$ cat src/logic/amcs_params.svh
// register offsets, command words and field positions of the mode sequencer
// assumes a serial write port delivering an 8-bit address and 16-bit data
//
// Contract
// - reset by pin pulse or soft-reset word
// - power-down by pin high or 0x0200 write
// - active again with pin low and a zero write
// - mode register accepts three documented words, only while powered down
// - input selections take effect without power-down
// - inputs at two addresses, one-hot byte codes
// - single mode: 1010 selects input four
// - quad mode: 1008/0402 routes inputs reversed
// - timing uses rising clock edge only
`ifndef AMCS_PARAMS_SVH
`define AMCS_PARAMS_SVH
`define AMCS_ADDR_SOFT_RESET 8'h00
`define AMCS_ADDR_POWER_DOWN 8'h0F
`define AMCS_ADDR_MODE_DIV 8'h31
`define AMCS_ADDR_INSEL_LO 8'h3A
`define AMCS_ADDR_INSEL_HI 8'h3B
`define AMCS_ADDR_PHASE 8'h42
`define AMCS_SOFT_RESET_WORD 16'h0001
`define AMCS_PD_ON_WORD 16'h0200
`define AMCS_PD_OFF_WORD 16'h0000
`define AMCS_PD_BIT 9
`define AMCS_MODE_SINGLE 16'h0001
`define AMCS_MODE_DUAL 16'h0102
`define AMCS_MODE_QUAD 16'h0204
`define AMCS_MODE_RESET 16'h0001
`define AMCS_INSEL_RESET 16'h0000
`define AMCS_PHASE_RESET 16'h0000
`endif

$ cat src/logic/amcs_pkg.sv
// types shared by the mode sequencer files
package amcs_pkg;
	typedef enum logic [1:0] {
		AMCS_SINGLE,
		AMCS_DUAL,
		AMCS_QUAD
	} amcs_mode_t;

	typedef struct packed {
		logic [7:0] addr;
		logic [15:0] data;
	} amcs_wr_t;

	typedef struct packed {
		logic [3:0] ch4;
		logic [3:0] ch3;
		logic [3:0] ch2;
		logic [3:0] ch1;
	} amcs_route_t;
endpackage

$ cat src/logic/amcs_route_decode.sv
// decodes input-select bytes into per-channel analog input one-hot routes
// takes the unregistered next select words; the caller registers the decoded route
`timescale 1ns/1ps
`include "amcs_params.svh"
module amcs_route_decode (
	input wire logic [15:0] sel_lo,
	input wire logic [15:0] sel_hi,
	output amcs_pkg::amcs_route_t route
);
	logic [7:0] bytes_w [4];
	logic [3:0] hot_w [4];

	assign bytes_w[0] = sel_lo[15:8];
	assign bytes_w[1] = sel_lo[7:0];
	assign bytes_w[2] = sel_hi[15:8];
	assign bytes_w[3] = sel_hi[7:0];

	// bit 1,2,3,4 of a byte code mean input 1..4 (0x02..0x10)
	genvar g;
	generate
		for (g = 0; g < 4; g++) begin : g_byte
			assign hot_w[g] = bytes_w[g][4:1];
		end
	endgenerate

	assign route.ch1 = hot_w[0];
	assign route.ch2 = hot_w[1];
	assign route.ch3 = hot_w[2];
	assign route.ch4 = hot_w[3];
endmodule

$ cat src/logic/amcs_seq.sv
// mode, power-down and input-route control of the interleaved converter
// assumes the serial shifter delivers one write strobe per transfer
`timescale 1ns/1ps
`include "amcs_params.svh"
module amcs_seq (
	input wire logic clk,
	input wire logic nrst,
	input wire logic chip_clear_n_pin,
	input wire logic sleep_pin,
	input wire logic wr_stb,
	input wire amcs_pkg::amcs_wr_t wr,
	output amcs_pkg::amcs_mode_t mode_r,
	output logic [2:0] clk_div_r,
	output logic powered_down_r,
	output logic mode_err_r,
	output amcs_pkg::amcs_route_t route_r,
	output logic [15:0] phase_r,
	output logic [15:0] mode_word_r,
	output logic [15:0] insel_lo_r,
	output logic [15:0] insel_hi_r
);
	logic clear_w;
	logic pd_reg_r;
	logic pd_nxt;
	logic hit_w;
	amcs_pkg::amcs_route_t route_nxt;
	logic [15:0] lo_nxt;
	logic [15:0] hi_nxt;

	// ===============================================
	// reset
	// pin is taken synchronous; a low level holds defaults
	assign clear_w = !nrst || !chip_clear_n_pin
		|| (wr_stb && wr.addr == `AMCS_ADDR_SOFT_RESET
		&& wr.data == `AMCS_SOFT_RESET_WORD);

	// ===============================================
	// power-down
	assign hit_w = wr_stb && wr.addr == `AMCS_ADDR_POWER_DOWN;
	always_comb begin
		pd_nxt = pd_reg_r;
		if (hit_w) begin
			pd_nxt = wr.data[`AMCS_PD_BIT];
		end
	end

	always_ff @(posedge clk) begin
		if (clear_w) begin
			pd_reg_r <= 1'b0;
		end else begin
			pd_reg_r <= pd_nxt;
		end
	end

	always_ff @(posedge clk) begin
		if (clear_w) begin
			powered_down_r <= 1'b0;
		end else begin
			powered_down_r <= pd_nxt || sleep_pin;
		end
	end

	// ===============================================
	// mode and divider
	// unknown words are refused and flagged, keeping the old mode
	always_ff @(posedge clk) begin
		if (clear_w) begin
			mode_r <= amcs_pkg::AMCS_SINGLE;
			clk_div_r <= 3'h1;
			mode_word_r <= `AMCS_MODE_RESET;
			mode_err_r <= 1'b0;
		end else if (wr_stb && wr.addr == `AMCS_ADDR_MODE_DIV) begin
			// switching while active would skip branch resync
			if (!powered_down_r) begin
				mode_err_r <= 1'b1;
			end else begin
				mode_err_r <= 1'b0;
				case (wr.data)
				`AMCS_MODE_SINGLE: begin
					mode_r <= amcs_pkg::AMCS_SINGLE;
					clk_div_r <= 3'h1;
					mode_word_r <= wr.data;
				end
				`AMCS_MODE_DUAL: begin
					mode_r <= amcs_pkg::AMCS_DUAL;
					clk_div_r <= 3'h2;
					mode_word_r <= wr.data;
				end
				`AMCS_MODE_QUAD: begin
					mode_r <= amcs_pkg::AMCS_QUAD;
					clk_div_r <= 3'h4;
					mode_word_r <= wr.data;
				end
				default: begin
					mode_err_r <= 1'b1;
				end
				endcase
			end
		end
	end

	// ===============================================
	// bit-clock phase
	always_ff @(posedge clk) begin
		if (clear_w) begin
			phase_r <= `AMCS_PHASE_RESET;
		end else if (wr_stb && wr.addr == `AMCS_ADDR_PHASE) begin
			phase_r <= wr.data;
		end
	end

	// ===============================================
	// input selection, live while active
	always_comb begin
		lo_nxt = insel_lo_r;
		hi_nxt = insel_hi_r;
		if (wr_stb && wr.addr == `AMCS_ADDR_INSEL_LO) begin
			lo_nxt = wr.data;
		end
		if (wr_stb && wr.addr == `AMCS_ADDR_INSEL_HI) begin
			hi_nxt = wr.data;
		end
	end

	amcs_route_decode u_dec (
		.sel_lo(lo_nxt),
		.sel_hi(hi_nxt),
		.route(route_nxt)
	);

	always_ff @(posedge clk) begin
		if (clear_w) begin
			insel_lo_r <= `AMCS_INSEL_RESET;
			insel_hi_r <= `AMCS_INSEL_RESET;
			route_r <= '0;
		end else begin
			insel_lo_r <= lo_nxt;
			insel_hi_r <= hi_nxt;
			route_r <= route_nxt;
		end
	end

	// ===============================================
	// checks
	a_soft_reset_pd: assert property (@(posedge clk) disable iff (!nrst)
		wr_stb && wr.addr == `AMCS_ADDR_SOFT_RESET
		&& wr.data == `AMCS_SOFT_RESET_WORD |=> !pd_reg_r
		&& mode_word_r == `AMCS_MODE_RESET)
		else $error("soft reset did not restore defaults");
	a_pd_enter: assert property (@(posedge clk) disable iff (!nrst)
		chip_clear_n_pin && sleep_pin |=> powered_down_r)
		else $error("sleep pin did not power down");
	a_pd_leave: assert property (@(posedge clk) disable iff (!nrst)
		chip_clear_n_pin && !sleep_pin && hit_w
		&& wr.data == `AMCS_PD_OFF_WORD |=> !powered_down_r)
		else $error("zero write did not wake device");
	a_mode_dual: assert property (@(posedge clk) disable iff (!nrst)
		chip_clear_n_pin && powered_down_r && wr_stb
		&& wr.addr == `AMCS_ADDR_MODE_DIV && wr.data == `AMCS_MODE_DUAL
		|=> mode_r == amcs_pkg::AMCS_DUAL && clk_div_r == 3'h2)
		else $error("dual mode word not applied");
	a_mode_guard: assert property (@(posedge clk) disable iff (!nrst)
		!powered_down_r && !clear_w |=> $stable(mode_r))
		else $error("mode changed while active");
	a_route_now: assert property (@(posedge clk) disable iff (!nrst)
		chip_clear_n_pin && wr_stb && wr.addr == `AMCS_ADDR_INSEL_LO
		&& wr.data == 16'h0202 && !(wr.data == 16'h0 && 1'b0)
		|=> route_r.ch1 == 4'h1 && route_r.ch2 == 4'h1)
		else $error("input select not immediate");
	a_quad_route: assert property (@(posedge clk) disable iff (!nrst)
		insel_lo_r == 16'h1008 && insel_hi_r == 16'h0402
		|-> route_r == 16'h1248)
		else $error("quad route mismatch");
	a_single_in4: assert property (@(posedge clk) disable iff (!nrst)
		insel_lo_r == 16'h1010 && insel_hi_r == 16'h1010
		|-> route_r.ch1 == 4'h8)
		else $error("single route mismatch");
	c_mode_quad: cover property (@(posedge clk)
		mode_r == amcs_pkg::AMCS_QUAD);
	c_wake: cover property (@(posedge clk)
		powered_down_r ##1 !powered_down_r);
	c_mode_err: cover property (@(posedge clk) mode_err_r);
endmodule

$ cat config.mk
export PLATFORM = sky130hd
export DESIGN_NAME = amcs_seq
export DESIGN_NICKNAME = d
export VERILOG_FILES = /design/src/logic/amcs_pkg.sv /design/src/logic/amcs_route_decode.sv /design/src/logic/amcs_seq.sv
export VERILOG_INCLUDE_DIRS = /design/src /design/src/logic
export SDC_FILE = /design/constraint.sdc
export NUM_CORES = 1
export LEC_CHECK = 0
export BUFFER_PORTS_ARGS = -buffer_cell sky130_fd_sc_hd__buf_2
export CORE_MARGIN = 8
export CORE_UTILIZATION = 50
export CTS_BUF_LIST = sky130_fd_sc_hd__clkbuf_2
export DETAILED_ROUTE_END_ITERATION = 10
export PLACE_DENSITY_LB_ADDON = 0.3
export SYNTH_ARGS = -nofsm -noshare
export SYNTH_HDL_FRONTEND = slang
export SYNTH_HIERARCHICAL = 1
export SYNTH_SLANG_ARGS = --single-unit
export TNS_END_PERCENT = 20
$ cat constraint.sdc
create_clock -name clk -period 1.95 [get_ports clk]
set_input_delay 0.195 -clock clk [delete_from_list [all_inputs] [get_ports clk]]
set_output_delay 0.195 -clock clk [all_outputs]
set_load 0.02 [all_outputs]
==> results.json <==
{
  "result_of_the_run": "finished clean",
  "data_arrival_time_of_the_worst_path_ns": 2.28,
  "ys_seq_area_share_pct": 51.0,
  "dpl.cell_count": 482,
  "final_core_density_pct": 64.5,
  "layout_min_cycle_time_ns": 1.84,
  "drc": 0,
  "hold_depth": 3,
  "wl_per_cell_um": 16.0,
  "finalWeightedCongestion": 0.793,
  "cts_made_buffers": 9,
  "die_w_um": 98.2,
  "yosys_warnings": 6,
  "layout.filler_cells": 585,
  "path_class": "input port to register",
  "design_power_total_mw": 2.95,
  "end_kind": "register",
  "grt_first_pass_wirelength_mm": 13.4,
  "design.portCount": 116,
  "top_fanout_value_on_the_critical_path": 48,
  "critical_path.cell_chain": "dlygate4sd3_1, buf_2, nor4_1, buf_4, nand3_1, o21a_1, buf_12, and2_1",
  "instances_no_fill": 516,
  "die_area_mm2": 0.00963,
  "tritoncts": "done",
  "power-per-cell-area_mw_per_mm2": 688,
  "timing_max_transition_violations_final": 0,
  "worst_hold_slack_ns": 0.0231,
  "layout.area.seq_mm2": 0.00172,
  "place_ws_ns": 0.0742,
  "detailedPlacementHpwl_mm": 5.95,
  "clk_root_buffer_cell": "clkbuf_2",
  "leading_cell_types_in_the_layout_fill_and_taps_excluded": "buf_2 (115), dfxtp_1 (86), and2_1 (49)",
  "postSynthNetCount": 338,
  "clock_latency_ns": 0.53,
  "detailroute.via_count": 2618,
  "cap_viol_max_count": 0,
  "max_freq_mhz": 543,
  "fin_area_mm2": 0.00428,
  "final_hold_viol_count": 0,
  "syn_inst": 309,
  "post_route_cells_drive_above_1_share_pct": 41.7,
  "timing.rr.start": "powered_down_r",
  "fp-row-count": 30,
  "layout.nets": 460,
  "timing.rr.end": "clk_div_r[0]",
  "core_area_mm2": 0.00664,
  "cts_num_sinks": 86,
  "reg2reg_slack_ns": 0.62,
  "syn-cell-area_mm2": 0.00337,
  "routed_wl_mm": 8.23,
  "critPathSlowestCell": "dlygate4sd3_1",
  "areaGrowthSynthToFinish_pct": 26.9,
  "synth_cell_type_count": 41,
  "grt_pass1_vias": 2716,
  "die_y_um": 98.2,
  "groute.usage.overall_pct": 17.3,
  "vias_per_cell": 5.07,
  "clk_transition_reported_paths_ns": 0.21,
  "setup-violations-final": 0,
  "remaining_global_route_overflow": 0,
  "multi_input_area_mm2": 0.00141,
  "worst_setup_path_start_kind": "input port",
  "layout.cells.most_common": "buf_2",
  "cpPeakStageDelay_ns": 0.52,
  "unrepaired_setup_endpoints_after_global_routing": "no",
  "vdd_ir_drop_max_uv": 607,
  "rr_worst_depth": 4,
  "effective_utilization_at_floorplan_pct": 50.8,
  "fin_crit_sh_pct": 94.4,
  "drt_iter0_drc": 93,
  "ctsLongestPathBuffers": 2,
  "synthesized_area_divided_by_synthesized_cell_count_um2": 10.9,
  "max_slew.worst_pin.slew_ns": 0.470,
  "maximum_number_of_pins_on_one_net_before_global_route_repair": 49,
  "antenna_cells": 0,
  "hold_path_startpoint": "wr[1]",
  "placement.cell_area_mm2": 0.00397,
  "timing.hold.worst_endpoint": "phase_r[1]",
  "htree_num_levels": 3,
  "p_leak_nw": 2.21,
  "worst_ep_required_time_ns": 2.38,
  "max_slew_margin_pct": 68.6,
  "tns_ns": 0,
  "ys_seq_elements": 86,
  "drt-pass1-iter-count": 4,
  "fin_ws_ns": 0.109,
  "min-delay-path-class": "input port to register",
  "postCtsResizedCells": 0,
  "final.setup_skew_ns": 0.0238,
  "initial_antenna_violation_count": 0,
  "ant_nets": 0,
  "numPortBuffers": 115
}
[layout make-up]
| class | count | area share, % |
|---|---|---|
| tap | 80 | 2.34 |
| inverter | 2 | 0.175 |
| timing repair buffer | 146 | 21.1 |
| multi-input combinational | 186 | 33.0 |
| sequential | 86 | 40.2 |
| clock buffer | 10 | 1.17 |
| clock inverter | 6 | 2.02 |
[state kept, by name, summed over array words and instances, names as in the netlist]
signal          cells
insel_hi_r         16
insel_lo_r         16
mode_word_r        16
phase_r            16
route_r            16
mode_r              2
clk_div_r           1
mode_err_r          1
pd_reg_r            1
powered_down_r      1
[where the power goes]
| group | internal [mW] | total (mW) | switching [mW] |
|---|---|---|---|
| Sequential | 1.76 | 1.76 | 0.000889 |
| Combinational | 0.0730 | 0.158 | 0.0851 |
| Clock | 0.428 | 1.03 | 0.598 |
| Total | 2.26 | 2.95 | 0.684 |
[repair_timing]
item,in CTS,in global routing
hold buffers,18,0
endpoints found under the setup margin,0,0
buffers inserted,0,0
endpoints found under the hold margin,22,0
[cell usage after synthesis, drive strengths merged]
master / number / area share, %
buf: 27 / 6.0
nor3: 2 / 0.30
clkbuf: 8 / 0.89
or4: 1 / 0.22
o22ai: 2 / 0.37
nand3: 4 / 0.59
and2: 49 / 9.1
a31oi: 2 / 0.37
a21oi: 2 / 0.30
mux2: 32 / 11
mux2i: 21 / 6.2
and3: 12 / 2.3
nand4: 4 / 0.74
a2111oi: 1 / 0.26
nor4b: 2 / 0.70
o211ai: 4 / 0.89
o21ai: 1 / 0.26
a221o: 1 / 0.30
dfxtp: 86 / 51
nand2b: 1 / 0.19
nand2: 6 / 0.67
nand4b: 3 / 0.96
or3: 2 / 0.37
inv: 2 / 0.22
o21a: 1 / 0.22
or4b: 1 / 0.30
o21bai: 1 / 0.22
and4bb: 1 / 0.37
nor4: 5 / 1.4
nor4bb: 2 / 0.59
nand3b: 1 / 0.22
a221oi: 1 / 0.26
nor2: 20 / 2.2
a211oi: 1 / 0.37
[worst max path at each step]
stage           start       endpoint  slack [ns]
4_1_cts         wr[3]  insel_lo_r[7]        0.17
6_report        wr[6]  insel_lo_r[3]        0.11
3_3_place_gp   wr[18]   clk_div_r[0]        0.12
2_1_floorplan  wr[16]     route_r[0]        0.15
5_1_grt         wr[6]  insel_lo_r[1]        0.09
3_5_place_dp   wr[19]    phase_r[12]        0.07
[metal layers]
| metal | up-vias | wire [um] | track usage (%) |
|---|---|---|---|
| li1 | 1301 | - | - |
| met1 | 1226 | 3360 | 17.9 |
| met2 | 79 | 3900 | 28.9 |
| met3 | 12 | 813 | 8.53 |
| met4 | 0 | 159 | 7.91 |
| met5 | - | 0 | 0 |
[logic make-up (layout without fill, tap and decap cells)]
group                  Yosys count  count (layout)  synth area share, %
muxes                           53              53                 16.9
AOI/OAI and AO/OA               17              17                 3.82
buffers and inverters           37             164                 7.08
and+or+nand+nor                116             116                 21.2
DFF                             86              86                 51.0
[critical path, delay by kind of cell]
kind,cells,cell delay (ns)
and+or+nand+nor,3,0.73
AOI/OAI and AO/OA,1,0.30
buffers and inverters,4,1.02
Power figures use the tool's default switching activity.
